==> config.mk <==
export PLATFORM = sky130hd
export DESIGN_NAME = sfo_field_ctrl
export DESIGN_NICKNAME = d
export VERILOG_FILES = /design/src/core/sfo_pkg.sv /design/src/core/sfo_field_ctrl.sv
export VERILOG_INCLUDE_DIRS = /design/src /design/src/core
export SDC_FILE = /design/constraint.sdc
export NUM_CORES = 1
export LEC_CHECK = 0
export BUFFER_PORTS_ARGS = -buffer_cell sky130_fd_sc_hd__buf_2
export CORE_ASPECT_RATIO = 1.4
export CORE_MARGIN = 2
export CORE_UTILIZATION = 30
export CTS_CLUSTER_SIZE = 12
export DETAILED_ROUTE_END_ITERATION = 10
export GPL_TIMING_DRIVEN = 1
export PLACE_DENSITY = 0.44
export SLEW_MARGIN = 30
export SYNTH_ARGS = -nofsm -noshare
export SYNTH_HDL_FRONTEND = slang
export SYNTH_SLANG_ARGS = --single-unit
==> constraint.sdc <==
create_clock -name clk -period 7.7 [get_ports clk]
set_input_delay 0.385 -clock clk [delete_from_list [all_inputs] [get_ports clk]]
set_output_delay 0.385 -clock clk [all_outputs]
set_load 0.01 [all_outputs]
==> src/core/sfo_defines.svh <==
// Purpose: Constants for the safety field output controller.
// Assumes: 25 MHz clk; APB byte addresses below.
// Notes: Operation list follows.
// Operation
// - Boot state left only to ready or fault
// - Readiness no earlier than one minute; green lamp
// - Auto monitoring once ready, unit ok high
// - Host write drops unit ok about one second
// - Internal error: fault state, unit ok low
// - Infringed field output off within two scans
// - Unrequested output off within fifteen scans
// - Unit ok off over threshold: third state
// - Monitoring reports objects in active fields
// - Three fields, three active-low outputs
// - New field set evaluated within two scans
// - Sixteen sets chosen by four inputs
// - Switching outputs use active-low logic
// - Empty field holds output low until redefined
// - Index pulse on unit ok by default
// - Parameters live at once; store on commit
// - Field geometry applies only on push
// - Response time defaults to minimum
// - Blanking size defaults to minimum
// - Release after hold time, default maximum
// - Particle filter defaults off
// - Contour learning defaults off
// - Inputs binary, first input least significant
// - Inputs debounced, high active by default
// - Index as short low pulses at 90 degrees
// - All fields infringed outside monitoring and configuration
`ifndef SFO_DEFINES_SVH
`define SFO_DEFINES_SVH
`define SFO_CLK_HZ 25000000
`define SFO_MS_CYC (`SFO_CLK_HZ / 1000)
`define SFO_READY_MIN 1
`define SFO_READY_CYC (`SFO_READY_MIN * 60 * `SFO_CLK_HZ)
`define SFO_WRLOW_S 1
`define SFO_WRLOW_CYC (`SFO_WRLOW_S * `SFO_CLK_HZ)
`define SFO_DEBOUNCE_MS 10
`define SFO_DEBOUNCE_CYC (`SFO_DEBOUNCE_MS * `SFO_MS_CYC)
`define SFO_INDEX_MS 1
`define SFO_INDEX_CYC (`SFO_INDEX_MS * `SFO_MS_CYC)
`define SFO_OKLOW_MS 16'd67
`define SFO_RESP_DEF 16'd67
`define SFO_BLANK_DEF 16'd10
`define SFO_HOLD_DEF 16'd10050
`define SFO_OFF_CTRL 12'h000
`define SFO_OFF_RESP 12'h004
`define SFO_OFF_BLANK 12'h008
`define SFO_OFF_HOLD 12'h00c
`define SFO_OFF_FDEF 12'h010
`define SFO_OFF_STAT 12'h014
`define SFO_B_FILT 0
`define SFO_B_LEARN 1
`define SFO_B_INDEX 2
`define SFO_B_COMMIT 3
`define SFO_B_PUSH 4
`define SFO_B_INLOW 5
`endif

==> src/core/sfo_pkg.sv <==
// Purpose: Types for the safety field output controller.
// Assumes: Constants live in sfo_defines.svh.
// Notes: One-hot operating states.
package sfo_pkg;
  typedef enum logic [4:0] {
    ST_BOOT = 5'h01,
    ST_READY = 5'h02,
    ST_MON = 5'h04,
    ST_CFG = 5'h08,
    ST_FAULT = 5'h10
  } sfo_state_t;

  typedef struct packed {
    logic in_low_active;
    logic index_en;
    logic learn_en;
    logic filter_en;
    logic [15:0] resp_ms;
    logic [15:0] blank_mm;
    logic [15:0] hold_ms;
  } sfo_cfg_t;
endpackage

==> src/core/sfo_field_ctrl.sv <==
// Purpose: Operating states, field outputs and unit ok output with APB registers.
// Assumes: Scan and hit inputs come from the measurement core on clk.
// Notes: APB answers with zero wait states; reads and writes of unmapped addresses both give pslverr.
//
// Added by the designer: the APB interface to the registers and the address map.
`timescale 1ns/1ps
`include "sfo_defines.svh"
module sfo_field_ctrl #(
  parameter int unsigned READY_CYC = `SFO_READY_CYC,
  parameter int unsigned WRLOW_CYC = `SFO_WRLOW_CYC,
  parameter int unsigned DEBOUNCE_CYC = `SFO_DEBOUNCE_CYC,
  parameter int unsigned MS_CYC = `SFO_MS_CYC,
  parameter int unsigned INDEX_CYC = `SFO_INDEX_CYC
) (
  input wire logic clk,
  input wire logic rst_n,
  input wire logic psel,
  input wire logic penable,
  input wire logic pwrite,
  input wire logic [11:0] paddr,
  input wire logic [31:0] pwdata,
  output logic [31:0] prdata,
  output logic pready,
  output logic pslverr,
  input wire logic set_select_bit0,
  input wire logic set_select_bit1,
  input wire logic set_select_bit2,
  input wire logic set_select_bit3,
  input wire logic boot_done,
  input wire logic internal_error,
  input wire logic host_attached,
  input wire logic scan_tick,
  input wire logic index_tick,
  input wire logic [2:0] field_hit,
  output logic [3:0] active_set,
  output sfo_pkg::sfo_cfg_t cfg,
  output logic nvm_commit,
  output logic inner_field_alarm_output,
  output logic middle_field_alarm_output,
  output logic outer_field_alarm_output,
  output logic unit_ok_output,
  output logic ready_led,
  output logic fault_led,
  output logic defined_state3
);
  sfo_pkg::sfo_state_t state_r;
  sfo_pkg::sfo_cfg_t cfg_r;
  logic [47:0] pend_def_r;
  logic [47:0] act_def_r;
  logic [31:0] ready_cnt_r;
  logic ready_done_r;
  logic ok_base_r;
  logic [31:0] wrlow_cnt_r;
  logic [31:0] idx_cnt_r;
  logic [31:0] ms_cnt_r;
  logic ms_tick;
  logic [15:0] oklow_ms_r;
  logic [3:0] sel_code;
  logic [2:0] alarm_r;
  logic [2:0] out_r;
  logic [2:0] cur_def;
  logic wr_en;
  logic host_wr;
  logic commit_r;
  logic push_r;
  assign wr_en = psel & penable & pwrite;
  assign host_wr = wr_en & host_attached;
  assign pready = 1'b1;
  assign cfg = cfg_r;
  assign nvm_commit = commit_r;

  // APB write side; parameters act immediately
  always_ff @(posedge clk or negedge rst_n) begin
    if (!rst_n) begin
      cfg_r.filter_en <= 1'b0;
      cfg_r.learn_en <= 1'b0;
      cfg_r.index_en <= 1'b1;
      cfg_r.in_low_active <= 1'b0;
      cfg_r.resp_ms <= `SFO_RESP_DEF;
      cfg_r.blank_mm <= `SFO_BLANK_DEF;
      cfg_r.hold_ms <= `SFO_HOLD_DEF;
      pend_def_r <= 48'h0;
      commit_r <= 1'b0;
      push_r <= 1'b0;
    end else begin
      commit_r <= 1'b0;
      push_r <= 1'b0;
      if (wr_en) begin
        if (paddr == `SFO_OFF_CTRL) begin
          cfg_r.filter_en <= pwdata[`SFO_B_FILT];
          cfg_r.learn_en <= pwdata[`SFO_B_LEARN];
          cfg_r.index_en <= pwdata[`SFO_B_INDEX];
          cfg_r.in_low_active <= pwdata[`SFO_B_INLOW];
          commit_r <= pwdata[`SFO_B_COMMIT];
          push_r <= pwdata[`SFO_B_PUSH];
        end else if (paddr == `SFO_OFF_RESP) begin
          cfg_r.resp_ms <= pwdata[15:0];
        end else if (paddr == `SFO_OFF_BLANK) begin
          cfg_r.blank_mm <= pwdata[15:0];
        end else if (paddr == `SFO_OFF_HOLD) begin
          cfg_r.hold_ms <= pwdata[15:0];
        end else if (paddr == `SFO_OFF_FDEF) begin
          pend_def_r[pwdata[3:0]*3 +: 3] <= pwdata[6:4];
        end
      end
    end
  end

  // Geometry waits in the pending copy until pushed
  always_ff @(posedge clk or negedge rst_n) begin
    if (!rst_n) begin
      act_def_r <= 48'h0;
    end else if (push_r) begin
      act_def_r <= pend_def_r;
    end
  end

  always_ff @(posedge clk or negedge rst_n) begin
    if (!rst_n) begin
      prdata <= 32'h0;
      pslverr <= 1'b0;
    end else begin
      prdata <= 32'h0;
      pslverr <= 1'b0;
      if (psel && !penable) begin
        if (paddr == `SFO_OFF_CTRL) begin
          prdata <= {26'h0, cfg_r.in_low_active, 2'b00, cfg_r.index_en,
                     cfg_r.learn_en, cfg_r.filter_en};
        end else if (paddr == `SFO_OFF_RESP) begin
          prdata <= {16'h0, cfg_r.resp_ms};
        end else if (paddr == `SFO_OFF_BLANK) begin
          prdata <= {16'h0, cfg_r.blank_mm};
        end else if (paddr == `SFO_OFF_HOLD) begin
          prdata <= {16'h0, cfg_r.hold_ms};
        end else if (paddr == `SFO_OFF_FDEF) begin
          prdata <= {25'h0, pend_def_r[2:0], 4'h0};
        end else if (paddr == `SFO_OFF_STAT) begin
          prdata <= {12'h0, defined_state3, unit_ok_output, out_r, active_set,
                     cur_def, 3'h0, state_r};
        end else begin
          pslverr <= 1'b1;
        end
      end
    end
  end

  // Set select inputs: two-stage sync then debounce
  logic [3:0] sel_pin;
  assign sel_pin = {set_select_bit3, set_select_bit2, set_select_bit1, set_select_bit0};
  for (genvar g = 0; g < 4; g++) begin : g_deb
    logic s1_r;
    logic s2_r;
    logic stab_r;
    logic [31:0] cnt_r;
    always_ff @(posedge clk or negedge rst_n) begin
      if (!rst_n) begin
        s1_r <= 1'b0;
        s2_r <= 1'b0;
      end else begin
        s1_r <= sel_pin[g];
        s2_r <= s1_r;
      end
    end
    always_ff @(posedge clk or negedge rst_n) begin
      if (!rst_n) begin
        stab_r <= 1'b0;
        cnt_r <= 32'h0;
      end else if (s2_r == stab_r) begin
        cnt_r <= 32'h0;
      end else if (cnt_r >= DEBOUNCE_CYC - 1) begin
        stab_r <= s2_r;
        cnt_r <= 32'h0;
      end else begin
        cnt_r <= cnt_r + 32'h1;
      end
    end
    assign sel_code[g] = stab_r ^ cfg_r.in_low_active;
  end

  // Set change taken at the scan boundary, so the next scan uses it
  always_ff @(posedge clk or negedge rst_n) begin
    if (!rst_n) begin
      active_set <= 4'h0;
    end else if (scan_tick) begin
      active_set <= sel_code;
    end
  end
  assign cur_def = act_def_r[active_set*3 +: 3];

  // Millisecond tick for hold and unit ok timing
  always_ff @(posedge clk or negedge rst_n) begin
    if (!rst_n) begin
      ms_cnt_r <= 32'h0;
    end else if (ms_tick) begin
      ms_cnt_r <= 32'h0;
    end else begin
      ms_cnt_r <= ms_cnt_r + 32'h1;
    end
  end
  assign ms_tick = (ms_cnt_r >= MS_CYC - 1);

  // Operating state machine
  always_ff @(posedge clk or negedge rst_n) begin
    if (!rst_n) begin
      state_r <= sfo_pkg::ST_BOOT;
    end else if (internal_error) begin
      state_r <= sfo_pkg::ST_FAULT;
    end else begin
      case (state_r)
        sfo_pkg::ST_BOOT: begin
          if (boot_done) begin
            state_r <= sfo_pkg::ST_READY;
          end
        end
        sfo_pkg::ST_READY: begin
          if (ok_base_r && !host_attached) begin
            state_r <= sfo_pkg::ST_MON;
          end
        end
        sfo_pkg::ST_MON: begin
          if (host_attached) begin
            state_r <= sfo_pkg::ST_CFG;
          end
        end
        sfo_pkg::ST_CFG: begin
          if (!host_attached && wrlow_cnt_r == 32'h0) begin
            state_r <= sfo_pkg::ST_MON;
          end
        end
        default: begin
          state_r <= sfo_pkg::ST_FAULT;
        end
      endcase
    end
  end

  // One minute from supply before readiness may end
  always_ff @(posedge clk or negedge rst_n) begin
    if (!rst_n) begin
      ready_cnt_r <= 32'h0;
      ready_done_r <= 1'b0;
    end else if (!ready_done_r) begin
      if (ready_cnt_r >= READY_CYC - 1) begin
        ready_done_r <= 1'b1;
      end else begin
        ready_cnt_r <= ready_cnt_r + 32'h1;
      end
    end
  end
  assign ready_led = (state_r == sfo_pkg::ST_READY) || (state_r == sfo_pkg::ST_MON) ||
                     (state_r == sfo_pkg::ST_CFG);
  assign fault_led = (state_r == sfo_pkg::ST_FAULT);

  // Host write in configuration drops unit ok for about a second
  always_ff @(posedge clk or negedge rst_n) begin
    if (!rst_n) begin
      wrlow_cnt_r <= 32'h0;
    end else if (host_wr && state_r == sfo_pkg::ST_CFG) begin
      wrlow_cnt_r <= WRLOW_CYC;
    end else if (wrlow_cnt_r != 32'h0) begin
      wrlow_cnt_r <= wrlow_cnt_r - 32'h1;
    end
  end

  // Unit ok base level; config keeps it as it was
  always_ff @(posedge clk or negedge rst_n) begin
    if (!rst_n) begin
      ok_base_r <= 1'b0;
    end else begin
      case (state_r)
        sfo_pkg::ST_READY: ok_base_r <= ready_done_r;
        sfo_pkg::ST_MON: ok_base_r <= 1'b1;
        sfo_pkg::ST_CFG: ok_base_r <= ok_base_r;
        default: ok_base_r <= 1'b0;
      endcase
    end
  end

  // Index pulse at the 90 degree measurement
  always_ff @(posedge clk or negedge rst_n) begin
    if (!rst_n) begin
      idx_cnt_r <= 32'h0;
    end else if (index_tick && cfg_r.index_en && state_r == sfo_pkg::ST_MON) begin
      idx_cnt_r <= INDEX_CYC;
    end else if (idx_cnt_r != 32'h0) begin
      idx_cnt_r <= idx_cnt_r - 32'h1;
    end
  end
  always_ff @(posedge clk or negedge rst_n) begin
    if (!rst_n) begin
      unit_ok_output <= 1'b0;
    end else begin
      unit_ok_output <= ok_base_r && (idx_cnt_r == 32'h0) && (wrlow_cnt_r == 32'h0) &&
                        (state_r != sfo_pkg::ST_FAULT);
    end
  end

  // Unit ok off longer than threshold flags the third state
  always_ff @(posedge clk or negedge rst_n) begin
    if (!rst_n) begin
      oklow_ms_r <= 16'h0;
      defined_state3 <= 1'b0;
    end else if (unit_ok_output) begin
      oklow_ms_r <= 16'h0;
      defined_state3 <= 1'b0;
    end else if (ms_tick) begin
      if (oklow_ms_r >= `SFO_OKLOW_MS) begin
        defined_state3 <= 1'b1;
      end else begin
        oklow_ms_r <= oklow_ms_r + 16'h1;
      end
    end
  end

  // Per field: confirm hit, hold, release
  for (genvar f = 0; f < 3; f++) begin : g_fld
    logic prev_hit_r;
    logic [15:0] hold_r;
    always_ff @(posedge clk or negedge rst_n) begin
      if (!rst_n) begin
        prev_hit_r <= 1'b0;
      end else if (scan_tick) begin
        prev_hit_r <= field_hit[f];
      end
    end
    always_ff @(posedge clk or negedge rst_n) begin
      if (!rst_n) begin
        alarm_r[f] <= 1'b1;
        hold_r <= 16'h0;
      end else if (!cur_def[f]) begin
        alarm_r[f] <= 1'b1;
        hold_r <= 16'h0;
      end else if (scan_tick && field_hit[f] && (prev_hit_r || !cfg_r.filter_en)) begin
        alarm_r[f] <= 1'b1;
        hold_r <= 16'h0;
      end else if (alarm_r[f] && ms_tick && !field_hit[f]) begin
        if (hold_r >= cfg_r.hold_ms) begin
          alarm_r[f] <= 1'b0;
          hold_r <= 16'h0;
        end else begin
          hold_r <= hold_r + 16'h1;
        end
      end
    end
  end

  // Outputs low means infringed; forced low outside monitoring and configuration
  always_ff @(posedge clk or negedge rst_n) begin
    if (!rst_n) begin
      out_r <= 3'h0;
    end else if (state_r != sfo_pkg::ST_MON && state_r != sfo_pkg::ST_CFG) begin
      out_r <= 3'h0;
    end else begin
      out_r <= ~alarm_r;
    end
  end
  assign inner_field_alarm_output = out_r[0];
  assign middle_field_alarm_output = out_r[1];
  assign outer_field_alarm_output = out_r[2];
endmodule

# --- After elaboration in Yosys (flattened, before gate mapping) ---
# Index checks and enable logic that the tools add are counted.
word_totals:
  mem_count: 0
  rom_bits: 0
  input_bits: 61
  regBits: 537
  wordCells: 254
  latchBits: 0
  out_inout_bits: 98
  ramBits: 0
op_classes:
  magnitude_cmp: 10
  addsub: 13
  shifts: 3
  n_eq_ne: 28
  mul: 2
  div_mod_pow: 0
  muxes: 72
  n_reduce_logical: 58
  bitwise_logic: 18
op_table:
  columns: ["op", "count"]
  rows:
  - ["two-way mux 32 bit", 13]
  - ["two-way mux 16 bit", 15]
  - ["adder 32 x 1 -> 32 bit (second input constant)", 6]
  - ["two-way mux 20 bit", 7]
  - [">= comparator 32 x 18 -> 1 bit (second input constant)", 4]
  - ["adder 16 x 1 -> 16 bit (second input constant)", 4]
  - ["logical NOT 32 bit", 2]
  - ["nonzero test 32 bit", 2]
  - ["subtractor 32 x 1 -> 32 bit (second input constant)", 2]
  - ["bitwise mux 48 bit", 1]
  - [">= comparator 16 bit", 3]
  - ["variable shift 3 x 34 -> 48 bit (first input constant)", 1]
  - ["variable part select 3 x 34 -> 48 bit", 1]
  - ["variable part select 48 x 7 -> 3 bit", 1]
  - ["negator 6 -> 34 bit", 1]
  - [">= comparator 32 x 15 -> 1 bit (second input constant)", 1]
  - [">= comparator 32 x 31 -> 1 bit (second input constant)", 1]
  - ["two-way mux 1 bit", 28]
  - ["two-way mux 5 bit", 5]
  - ["equality test 12 x 4 -> 1 bit (second input constant)", 2]
  - ["equality test 12 x 5 -> 1 bit (second input constant)", 2]
  - ["logical AND 1 bit", 22]
  - ["AND reduction 2 bit", 11]
  - ["one-hot mux 5 bit (4 select lines)", 1]
  - ["29 further kinds", 68]

# --- Longest topological paths before layout ---
# Gate-level depths: netlist (run 1).
logic_depth:
  depth_word: 9
  depth_mapped: 12
  ltp_nobuf: 9

# --- Worst setup path before layout (run 1) ---
# No wires, ideal clock.
synth_timing:
  kind: "input to register"
  from: "input paddr[7]"
  to: "register cfg_r, in the netlist cfg[23]"
  setup_slack_ps: 5060
  n_path_buf: 2
  path_stages: 8
  setup_ps: 125
  t_arrival_ps: 2515
  path_cell_list: "or4_1 > nor4_4 > inv_2 > or2_1 > clkbuf_1 > nor3_4 > buf_6 > mux2_2"
synth_via:
  elab_chain_len: 3
  word_cells_on_any_way: 6
synth_lines:
  columns: ["item", "line_no", "rtl"]
  rows:
  - ["start: declaration", "sfo_field_ctrl.sv:20", "input wire logic [11:0] paddr,"]
  - ["equality test 12 x 3 -> 1 bit (no source line) / logical NOT 12 bit (equally long branches)", null, null]
  - ["NOT 1 bit (no source line)", null, null]
  - ["AND reduction 4 bit (no source line) *", null, null]
  - ["end: declaration", "sfo_field_ctrl.sv:47", "sfo_pkg::sfo_cfg_t cfg_r;"]
# Every way passes the cells marked *; elsewhere a longest branch is shown, timed or not.
# A chain may end at the register's enable or synchronous reset.

# --- Final worst setup path (run 1) ---
layout_timing:
  from: "register active_set[0]"
  to: "register g_fld[1].hold_r[0]"
layout_via:
  elab_chain_len: 3
  word_cells_on_any_way: 4
layout_lines:
  columns: ["item", "line_no", "rtl"]
  rows:
  - ["start: declaration", "sfo_field_ctrl.sv:35", "output logic [3:0] active_set,"]
  - ["start signal: assignment", "sfo_field_ctrl.sv:185", "active_set <= sel_code;"]
  - ["multiplier 4 x 2 -> 6 bit *", "sfo_field_ctrl.sv:188", "assign cur_def = act_def_r[active_set*3 +: 3];"]
  - ["variable part select 48 x 7 -> 3 bit *", "sfo_field_ctrl.sv:188", null]
  - ["!= test 3 x 1 -> 1 bit (no source line) / two-way mux 16 bit (equally long branches)", null, null]
  - ["end signal: assignment", "sfo_field_ctrl.sv:341", "hold_r <= hold_r + 16'h1;"]
  - ["end: declaration", "sfo_field_ctrl.sv:318", "logic [15:0] hold_r;"]
# Marks and branches as above.

==> reports/qor.csv, run 1 <==
stage,metric,value,unit
yosys,mappedNetlistArea,0.02396,sq mm
flow_run,timing.max_cap.violations,0,
timing,clock.fmax,284.2,MHz
die,placement_rows,122,
power_and_ir_drop,power.density,211.4,mW/mm^2
global_routing,grt_pass1_vias,17380,
yosys,synth_ff_type,sky130_fd_sc_hd__dfrtp_1,
power_and_ir_drop,power.leakage,12.42,nW
timing,finalCriticalPeriod,3.519,ns
clock_network,cts_hold_repair.buffers,14,
clock_network,cts.sink_count,525,
route,drt_wl_total,62.02,mm
critical_path,worst_r2r_path_depth,8,
hold_path,holdPathEnd,cfg[44],
clock_network,cts_post_setup_buffers_inserted,0,
critical_path,setup.worst_path.start_class,flip-flop,
yosys,post_synth_mux_area_share,0.06947,
finish,insertedDiodeCount,0,
clock_network,tritoncts_clock_tree,done,
finish,syn2layout_area_growth,17.15,%
yosys,dominant_combinational_cell_family_by_area_after_synthesis,simple AND/OR/NAND/NOR gates,
die,initial_utilization,0.3030,
yosys,number_of_distinct_library_cells_after_synthesis,83,
critical_path,worst_ep_required_time,8.25,ns
critical_path,path_max_fanout,24,
route,wl_per_cell,17.63,microns
route,met1Wirelength,28.21,mm
critical_path,end_kind,flip-flop,
yosys,netlist_instances,2200,
yosys,synth_edf_count,0,
clock_network,tritoncts.num_buffers,57,
yosys,post_synthesis_async_set_or_reset_flop_share,1.000,
die,die_x,242.8,microns
timing,slew_headroom,0.3191,
clock_network,clock_path_buffers,3,
critical_path,list_of_cells_traversed_by_the_critical_path,buf_4 > mux2i_1 > a22oi_1 > o221ai_1 > o22a_1 > or3_1 > nor2b_2 > mux2_2,
clock_network,htree_num_levels,2,
finish,layout-drive-gt1-share,0.1623,
yosys,yosys_register_bits,525,
timing,finalHoldWorstSlack,0.05347,ns
critical_path,cp.arrival,4.07,ns
die,die_h,338.4,microns
critical_path,worstSetupStartpoint,active_set[0],
route,dr_wl_met2,29.61,mm
critical_path,regToRegSetupSlack,4.18,ns
yosys,yosysSeqAreaShare,0.5493,
placement,post-place-cells,3397,
timing,setup_total_negative_slack,0,ns
critical_path,slowest_stage_delay_cp,0.69,ns
global_routing,grt_util_all_layers,0.1505,
critical_path,reg2reg_to,g_fld[1].hold_r[0],
finish,most_common_cell_after_layout_fill_and_taps_aside,sky130_fd_sc_hd__dfrtp_1,
global_routing,wire_length_of_the_first_global_routing_pass,98.74,mm
finish,fillerInstances,8038,
placement,gp_congestion,0.7995,
route,ant_nets,0,
timing,rsz_0062_raised_after_global_routing,no,
global_routing,grt_antenna_before_repair,5,
route,dr.max_layer_used,met5,
route,first_iter_violations,962,
route,drt-pass1-iter-count,5,
timing,finalSetupViolations,0,
route,route.detailed.drc,0,
critical_path,regToRegStartpoint,active_set[0],
global_routing,pin_count_of_the_biggest_net_entering_global_routing,171,
hold_path,timing.hold.worst_path_depth,2,
yosys,yosys.area_share.simple,0.1761,
yosys,synth-adder-area-share,0.03447,
critical_path,timing.critical_path.slowest_stage_cell,sky130_fd_sc_hd__nor2b_2,
critical_path,path_delay_family,simple AND/OR/NAND/NOR gates,
timing,finalMaxSlewViolations,0,
timing,worst_pin_slew,1.019,ns
placement,dpl.hpwl,42.92,mm
critical_path,timing.setup.critical_path_class,flip-flop to flip-flop,
clock_network,cts_resized,0,
finish,commonest_cells_after_routing_fill_and_taps_aside,"sky130_fd_sc_hd__dfrtp_1, sky130_fd_sc_hd__nor2_1, sky130_fd_sc_hd__nand2_1",
timing,post_route_skew,0.02968,ns
hold_path,worstHoldPathType,primary input to flip-flop,
route,routed_via_count_divided_by_cell_count,4.868,
clock_network,clk_pin_slew_worst_paths,0.06,ns
status,run_status,"finished, final reports clean",
finish,layoutNonFillerInstCount,3518,
route,vias,17130,
die,floorplan.die_area,0.08216,sq mm
yosys,synth-compound-area-share,0.08273,
finish,final_net_count,2544,
placement,port_buffers,129,
yosys,synth_warnings,0,
critical_path,critical_path.n_buffers_inverters,1,
route,met3_wire_len,2.918,mm
die,core,0.07907,sq mm
timing,final-hold-violation-count,0,
global_routing,globalRouteOverflowTotal,0,
clock_network,clockRootBuffer,sky130_fd_sc_hd__clkbuf_16,
die,ios,159,
power_and_ir_drop,peakVddDrop,0.0001482,V
clock_network,clk-insertion-delay-late,0.61,ns
yosys,syn_avg_cell_area,10.89,sq um
timing,timing.final.crit_share,0.4570,
hold_path,hold_path.startpoint,pwdata[12],
yosys,synthXorXnorAreaFrac,0.06252,
## synthesized netlist by cell type (28+ instances only)
master | count | area (sq um)
sky130_fd_sc_hd__o21ai_0 | 104 | 520.5
sky130_fd_sc_hd__nand3_1 | 85 | 425.4
sky130_fd_sc_hd__nor2b_1 | 28 | 175.2
sky130_fd_sc_hd__mux2_2 | 122 | 1374
sky130_fd_sc_hd__nand2_1 | 190 | 713.2
sky130_fd_sc_hd__a21oi_1 | 57 | 285.3
sky130_fd_sc_hd__dfrtp_1 | 509 | 12740
sky130_fd_sc_hd__xor2_1 | 89 | 779.5
sky130_fd_sc_hd__clkbuf_1 | 49 | 183.9
sky130_fd_sc_hd__nor4_1 | 35 | 219.0
sky130_fd_sc_hd__inv_1 | 54 | 202.7
sky130_fd_sc_hd__nor2_1 | 242 | 908.4
sky130_fd_sc_hd__xnor2_1 | 82 | 718.2
sky130_fd_sc_hd__nor3_1 | 55 | 275.3
sky130_fd_sc_hd__nand4_1 | 37 | 231.5
sky130_fd_sc_hd__ha_1 | 66 | 825.8
sky130_fd_sc_hd__and3_1 | 61 | 381.6
## registers in the layout (all words and copies together), names as in the netlist, 4 cells and up
| register | count |
|---|---|
| g_deb.s2_r | 4 |
| ready_cnt_r | 32 |
| act_def_r | 48 |
| active_set | 4 |
| oklow_ms_r | 16 |
| g_deb.s1_r | 4 |
| wrlow_cnt_r | 32 |
| g_deb.stab_r | 4 |
| state_r | 5 |
| g_fld.hold_r | 48 |
| idx_cnt_r | 32 |
| pend_def_r | 48 |
| g_deb.cnt_r | 128 |
| cfg | 52 |
| prdata | 20 |
| ms_cnt_r | 32 |
## per-stage QoR
step           power (mW)  utilization  area, sq um  setup slack [ns]
2_1_floorplan       3.023            -        24270             5.060
3_3_place_gp        3.150       0.3283        25960             3.786
3_5_place_dp        3.158       0.3284        25970             3.925
4_1_cts             6.044       0.3546        28040             4.059
5_1_grt             6.186       0.3549        28060             3.885
6_report            5.933       0.3549        28060             4.181
## how the worst max path moves through the flow
stage / slack, ns / cells past startpoint / to
after global routing: 3.89 / 7 / g_fld[1].hold_r[0]
after CTS: 4.06 / 7 / g_fld[1].hold_r[0]
after floorplan: 5.06 / 8 / cfg[23]
after global placement: 3.79 / 9 / g_fld[2].hold_r[1]
final: 4.18 / 8 / g_fld[1].hold_r[0]
after detailed placement: 3.92 / 8 / cfg[12]
## metal layers
layer | vias to the layer above | GRT usage
li1 | 8096 | -
met5 | - | 0
met3 | 83 | 0.02862
met4 | 2 | 0.03719
met2 | 328 | 0.2527
met1 | 8616 | 0.1995
## logic make-up after synthesis
group | Yosys count
adders and majority gates | 66
DFF | 525
xor gates and xnor gates | 171
AOI/OAI and AO/OA | 307
buffers and inverters | 136
muxes | 146
and+or+nand+nor | 847
other | 2
## final cells by class
class / count / area [sq um] / area share
repair buffers: 155 / 930.9 / 0.03317
inverters: 55 / 206.4 / 0.007356
clock buffers: 92 / 1720 / 0.06130
clock inverters: 14 / 206.4 / 0.007356
multi-input cells: 1623 / 10520 / 0.3749
well taps: 1054 / 1319 / 0.04699
flip-flops and latches: 525 / 13160 / 0.4689
## power breakdown
| group | switching, mW | leakage (nW) | internal [mW] |
|---|---|---|---|
| sequential | 0.0378 | 6.73 | 2.81 |
| combinational | 0.179 | 4.76 | 0.0805 |
| clock | 1.14 | 0.933 | 1.69 |
| total | 1.35 | 12.4 | 4.58 |
Power figures use the tool's default switching activity.
==> inputs of run 2 (changes only) <==
==> constraint.sdc (replaced) <==
create_clock -name clk -period 3.5 [get_ports clk]
set_input_delay 0.175 -clock clk [delete_from_list [all_inputs] [get_ports clk]]
set_output_delay 0.175 -clock clk [all_outputs]
set_load 0.01 [all_outputs]
==> run 2 against run 1 <==
Against the previous run:
- clock-buffer cell count down 4
- core utilization rose by 0.59 points
- wire length rose by 1.4%
- worst hold slack lost 0.038 ns
- sequential power up 120%
- die area is the same
- non-clock buffer count up 47
- via count increased by 0.38%
- combinational power rose by 140%
- sequential share of layout area decreased by 0.76 points
- critical path type unchanged
- highest routed layer unchanged
==> reports/qor.csv, run 2 (synthesis results as in run 1) <==
stage,metric,value,unit
power_and_ir_drop,power.leakage,12.68,nW
placement,port_buffers,129,
hold_path,timing.hold.worst_path_depth,3,
global_routing,wire_length_of_the_first_global_routing_pass,100.4,mm
power_and_ir_drop,power.switching,3.043,mW
route,drt_wl_total,62.92,mm
route,ant_nets,0,
global_routing,grt_pass1_vias,17540,
power_and_ir_drop,clock_power_share,0.478,
finish,layout-drive-gt1-share,0.1691,
timing,finalHoldWorstSlack,0.01536,ns
clock_network,htree_num_levels,2,
critical_path,slowest_stage_delay_cp,0.48,ns
route,route.detailed.drc,0,
timing,rsz_0062_raised_after_global_routing,no,
critical_path,end_kind,flip-flop,
clock_network,clk_pin_slew_worst_paths,0.06,ns
flow_run,timing.max_cap.violations,0,
global_routing,grt_antenna_before_repair,5,
route,drt-pass1-iter-count,7,
hold_path,hold_path.startpoint,pwdata[6],
die,die_x,242.8,microns
clock_network,clk-insertion-delay-late,0.64,ns
hold_path,holdPathEnd,pend_def_r[38],
critical_path,setup.worst_path.start_class,flip-flop,
clock_network,clockRootBuffer,sky130_fd_sc_hd__clkbuf_16,
die,floorplan.die_area,0.08216,sq mm
critical_path,cp.arrival,3.46,ns
finish,most_common_cell_after_layout_fill_and_taps_aside,sky130_fd_sc_hd__dfrtp_1,
timing,slew_headroom,0.4835,
timing,timing.final.crit_share,0.8454,
critical_path,list_of_cells_traversed_by_the_critical_path,buf_12 > mux2_2 > o22ai_1 > a221oi_1 > a22oi_1 > or2_0 > buf_4 > o21ai_0 > a22o_1,
finish,largest_reg_flops,128,
clock_network,tritoncts_clock_tree,done,
critical_path,critical_path.n_buffers_inverters,2,
route,vias,17190,
global_routing,globalRouteOverflowTotal,0,
global_routing,grt_util_all_layers,0.1541,
timing,worst_pin_slew,0.7643,ns
power_and_ir_drop,design_power,13.17,mW
finish,layoutNonFillerInstCount,3568,
critical_path,worst_ep_required_time,4.00,ns
route,wl_per_cell,17.63,microns
status,run_status,"finished, final reports clean",
power_and_ir_drop,peakVddDrop,0.0003384,V
finish,final_net_count,2592,
critical_path,regToRegSetupSlack,0.54,ns
power_and_ir_drop,combinationalPowerShare,0.047,
placement,gp_congestion,0.7795,
critical_path,timing.critical_path.slowest_stage_cell,sky130_fd_sc_hd__dfrtp_1,
route,routed_via_count_divided_by_cell_count,4.818,
die,ios,159,
timing,setup_total_negative_slack,0,ns
timing,finalSetupViolations,0,
die,die_h,338.4,microns
route,first_iter_violations,919,
finish,fillerInstances,7995,
power_and_ir_drop,p_int,10.13,mW
clock_network,clock_path_buffers,3,
timing,final-hold-violation-count,0,
placement,dpl.hpwl,44.09,mm
placement,post-place-cells,3423,
critical_path,path_max_fanout,22,
critical_path,timing.critical_path.depth,9,
critical_path,timing.setup.critical_path_class,flip-flop to flip-flop,
clock_network,cts.sink_count,525,
timing,clock.fmax,338.0,MHz
die,core,0.07907,sq mm
hold_path,worstHoldPathType,primary input to flip-flop,
timing,finalMaxSlewViolations,0,
timing,finalCriticalPeriod,2.959,ns
critical_path,reg2reg_to,g_fld[2].hold_r[8],
critical_path,regToRegStartpoint,active_set[0],
clock_network,tritoncts.num_buffers,58,
die,placement_rows,122,
power_and_ir_drop,share_seq_of_total_power,0.476,
finish,register_with_the_most_flip_flops,g_deb.cnt_r,
power_and_ir_drop,switching_share,0.2310,
finish,commonest_cells_after_routing_fill_and_taps_aside,"sky130_fd_sc_hd__dfrtp_1, sky130_fd_sc_hd__nor2_1, sky130_fd_sc_hd__nand2_1",
finish,postLayoutCoreUtil,0.3608,
global_routing,pin_count_of_the_biggest_net_entering_global_routing,105,
critical_path,worst_r2r_path_depth,9,
critical_path,path_delay_family,compound AO/OA/AOI/OAI gates,
die,initial_utilization,0.3030,
timing,post_route_skew,0.03101,ns
power_and_ir_drop,power.density,461.6,mW/mm^2
finish,syn2layout_area_growth,19.10,%
[run 2: cell count changes in the layout (fill, tap and decap cells not counted), moves of 4 or more]
cell | before | now
sky130_fd_sc_hd__dlygate4sd3_1 | 14 | 36
sky130_fd_sc_hd__buf_4 | 9 | 30
sky130_fd_sc_hd__buf_12 | 2 | 7
sky130_fd_sc_hd__clkinv_2 | 5 | 9
[run 2: layout make-up]
| type | count | area, sq um | area share |
|---|---|---|---|
| well taps | 1054 | 1319 | 0.04622 |
| diodes | 1 | 2.502 | 0.00008771 |
| repair buffers | 202 | 1381 | 0.04841 |
| flip-flops and latches | 525 | 13160 | 0.4613 |
| clock buffers | 88 | 1674 | 0.05868 |
| multi-input cells | 1623 | 10510 | 0.3684 |
| clock inverters | 20 | 275.3 | 0.009648 |
| inverters | 55 | 206.4 | 0.007236 |
[run 2: worst max-delay path by stage]
stage,from,to,slack [ns]
global placement,cfg[13],g_fld[2].hold_r[1],0.58
detailed placement,cfg[13],g_fld[2].hold_r[10],0.56
global route,cfg[13],g_fld[2].hold_r[7],0.25
CTS,active_set[0],g_fld[2].hold_r[10],0.55
finish,active_set[0],g_fld[2].hold_r[8],0.54
floorplan,cfg[13],g_fld[0].hold_r[15],0.93
[run 2: per-stage QoR]
stage,setup slack (ns),cell area (sq um)
2_1_floorplan,0.9319,24270
6_report,0.5410,28530
5_1_grt,0.2485,28530
4_1_cts,0.5470,28530
3_5_place_dp,0.5575,26220
3_3_place_gp,0.5817,26220
[run 2: power by group through the flow]
stage | combinational (mW) | sequential (mW) | clock [mW]
5_1_grt | 0.699 | 6.27 | 6.77
3_3_place_gp | 0.584 | 6.37 | 0
4_1_cts | 0.635 | 6.26 | 6.52
3_5_place_dp | 0.599 | 6.37 | 0
2_1_floorplan | 0.302 | 6.35 | 0
6_report | 0.617 | 6.26 | 6.29
[run 2: metal layers]
metal  GRT usage  vias up  share of wire
li1            -     8199              -
met1      0.1976     8548           0.44
met2      0.2565      336           0.48
met3     0.03338      101          0.050
met4     0.05240        6          0.031
met5           0        -        0.00064
[run 2: tightest hold or removal path: stages]
cell	delay, ns
sky130_fd_sc_hd__buf_2	0.21
sky130_fd_sc_hd__nand2_1	0.12
sky130_fd_sc_hd__o21ai_0	0.08
[run 2: repair_timing]
item	4_1_cts	5_1_grt
resized for setup	0	0
setup buffers	0	0
endpoints found under the hold margin	130	0
hold buffers	36	0
==> inputs of run 3 (changes only) <==
==> constraint.sdc (replaced) <==
create_clock -name clk -period 2.85 [get_ports clk]
set_input_delay 0.1425 -clock clk [delete_from_list [all_inputs] [get_ports clk]]
set_output_delay 0.1425 -clock clk [all_outputs]
set_load 0.01 [all_outputs]
==> run 3 against run 2 <==
Against the previous run:
- via count grew 0.62%
- clock-buffer cell count is the same
- sequential share of layout area shrank 0.59 points
- largest power group is now sequential cells
- highest routed layer is now met4
==> reports/qor.csv, run 3 (synthesis results as in run 1) <==
stage,metric,value,unit
power_and_ir_drop,power.leakage,12.88,nW
global_routing,grt_antenna_before_repair,1,
clock_network,clockRootBuffer,sky130_fd_sc_hd__clkbuf_16,
critical_path,cp.arrival,3.26,ns
critical_path,worst_ep_required_time,3.39,ns
route,route.detailed.drc,0,
power_and_ir_drop,share_seq_of_total_power,0.483,
timing,finalCriticalPeriod,2.714,ns
finish,commonest_cells_after_routing_fill_and_taps_aside,"sky130_fd_sc_hd__dfrtp_1, sky130_fd_sc_hd__nor2_1, sky130_fd_sc_hd__nand2_1",
die,ios,159,
power_and_ir_drop,power.switching,3.685,mW
power_and_ir_drop,switching_share,0.2315,
finish,syn2layout_area_growth,20.61,%
timing,rsz_0062_raised_after_global_routing,yes,
route,vias,17300,
status,run_status,"finished, final reports clean",
hold_path,worstHoldPathType,primary input to flip-flop,
clock_network,tritoncts_clock_tree,done,
clock_network,tritoncts.num_buffers,57,
critical_path,timing.critical_path.depth,9,
critical_path,slowest_stage_delay_cp,0.55,ns
critical_path,regToRegStartpoint,cfg[10],
timing,final-hold-violation-count,0,
die,initial_utilization,0.3030,
critical_path,path_delay_family,simple AND/OR/NAND/NOR gates,
clock_network,htree_num_levels,2,
die,die_x,242.8,microns
critical_path,path_max_fanout,6,
die,die_h,338.4,microns
global_routing,wire_length_of_the_first_global_routing_pass,100.1,mm
power_and_ir_drop,clock_power_share,0.466,
critical_path,worst_r2r_path_depth,9,
critical_path,critical_path.n_buffers_inverters,1,
clock_network,clk-insertion-delay-late,0.64,ns
critical_path,endpoint,g_fld[0].hold_r[3],
timing,finalSetupViolations,0,
timing,post_route_skew,0.03626,ns
critical_path,most_used_cell_along_the_critical_path,sky130_fd_sc_hd__nand3_1,
die,placement_rows,122,
critical_path,reg2reg_to,g_fld[0].hold_r[3],
timing,timing.final.crit_share,0.9524,
critical_path,end_kind,flip-flop,
finish,layoutNonFillerInstCount,3608,
critical_path,timing.critical_path.slowest_stage_cell,sky130_fd_sc_hd__dfstp_2,
route,routed_via_count_divided_by_cell_count,4.794,
route,drt_wl_total,63.39,mm
power_and_ir_drop,peakVddDrop,0.0004809,V
finish,layout-drive-gt1-share,0.1821,
clock_network,clock_path_buffers,3,
global_routing,pin_count_of_the_biggest_net_entering_global_routing,81,
clock_network,cts_post_setup_buffers_inserted,0,
clock_network,clk_pin_slew_worst_paths,0.06,ns
critical_path,worstSetupStartpoint,cfg[10],
timing,clock.fmax,368.4,MHz
die,floorplan.die_area,0.08216,sq mm
power_and_ir_drop,power.density,550.9,mW/mm^2
timing,finalMaxSlewViolations,0,
finish,final_net_count,2638,
route,ant_nets,0,
critical_path,list_of_cells_traversed_by_the_critical_path,inv_1 > ha_1 > nand3_1 > nand3_1 > a2111oi_4 > a21oi_2 > or2_2 > or3_1 > a21oi_1,
critical_path,regToRegSetupSlack,0.14,ns
critical_path,setup.worst_path.start_class,flip-flop,
global_routing,grt_pass1_vias,17530,
clock_network,cts.sink_count,525,
flow_run,timing.max_cap.violations,0,
placement,post-place-cells,3464,
route,wl_per_cell,17.57,microns
finish,largest_reg_flops,128,
timing,finalHoldWorstSlack,0.08410,ns
placement,gp_congestion,0.7808,
placement,detailedPlace.worstSlack,0.08241,ns
global_routing,grt_util_all_layers,0.1544,
timing,worst_pin_slew,0.8088,ns
global_routing,globalRouteOverflowTotal,0,
placement,port_buffers,129,
placement,dpl.hpwl,45.26,mm
finish,postLayoutCoreUtil,0.3654,
timing,slew_headroom,0.4608,
finish,register_with_the_most_flip_flops,g_deb.cnt_r,
critical_path,timing.setup.critical_path_class,flip-flop to flip-flop,
power_and_ir_drop,combinationalPowerShare,0.050,
finish,most_common_cell_after_layout_fill_and_taps_aside,sky130_fd_sc_hd__dfrtp_1,
route,drt-pass1-iter-count,7,
power_and_ir_drop,p_int,12.23,mW
die,core,0.07907,sq mm
route,first_iter_violations,971,
timing,layout_setup_ws,0.1357,ns
-- run 3: cell count changes in the layout (fill, tap and decap cells not counted), sizes merged --
cell / before / now
clkinv: 10 / 7
inv: 58 / 56
buf: 166 / 207
dlygate4sd3: 36 / 42
bufinv: 6 / 4
-- run 3: power by group through the flow --
stage	combinational, mW	clock [mW]	sequential, mW
2_1_floorplan	0.371	0	7.80
5_1_grt	0.900	8.02	7.70
3_3_place_gp	0.754	0	7.82
6_report	0.803	7.42	7.69
4_1_cts	0.819	7.68	7.69
3_5_place_dp	0.768	0	7.82
-- run 3: worst reg2reg max path, stage by stage (launching register included) --
cell                        delay (ns)
sky130_fd_sc_hd__dfstp_2          0.55
sky130_fd_sc_hd__inv_1            0.16
sky130_fd_sc_hd__ha_1             0.36
sky130_fd_sc_hd__nand3_1          0.12
sky130_fd_sc_hd__nand3_1          0.13
sky130_fd_sc_hd__a2111oi_4        0.30
sky130_fd_sc_hd__a21oi_2          0.13
sky130_fd_sc_hd__or2_2            0.36
sky130_fd_sc_hd__or3_1            0.36
sky130_fd_sc_hd__a21oi_1          0.16
-- run 3: routing by layer --
metal  track usage  vias to the layer above  part of all wire
li1              -                     8273                 -
met1        0.1972                     8591              0.44
met2        0.2639                      339              0.48
met3       0.02973                       93             0.049
met4       0.04576                        0             0.026
met5             0                        -                 0
-- run 3: repair_timing --
item	in CTS	in global routing
hold endpoints to repair	159	0
hold buffers	42	0
resized for setup	0	9
endpoints found under the setup margin	0	27
-- run 3: how the worst min path moves through the flow --
| stage | startpoint | endpoint | slack, ns | cells after the start |
|---|---|---|---|---|
| 2_1_floorplan | rst_n | act_def_r[0] | -0.15 | 0 |
| 3_3_place_gp | rst_n | g_deb[2].cnt_r[6] | 0.24 | 1 |
| 3_5_place_dp | rst_n | g_deb[2].cnt_r[4] | 0.23 | 1 |
| 4_1_cts | paddr[10] | cfg[10] | 0.04 | 6 |
| 5_1_grt | paddr[10] | cfg[10] | 0.1 | 6 |
| 6_report | paddr[10] | cfg[10] | 0.08 | 6 |
-- run 3: per-stage QoR --
stage | total power, mW | instance area [sq um] | TNS, ns
floorplan | 8.167 | 24270 | 0
global placement | 8.574 | 26570 | 0
detailed placement | 8.593 | 26570 | 0
CTS | 16.19 | 28850 | 0
global route | 16.62 | 28890 | -0.1824
finish | 15.92 | 28890 | 0
-- run 3: layout make-up --
cell class                 instances  area (sq um)
multi-input combinational       1623         10550
fill                            7955         50180
clock inverter                    13         193.9
antenna                            1         2.502
timing repair buffer             249          1799
inverter                          55         206.4
sequential                       525         13160
tap                             1054          1319
clock buffer                      88          1663
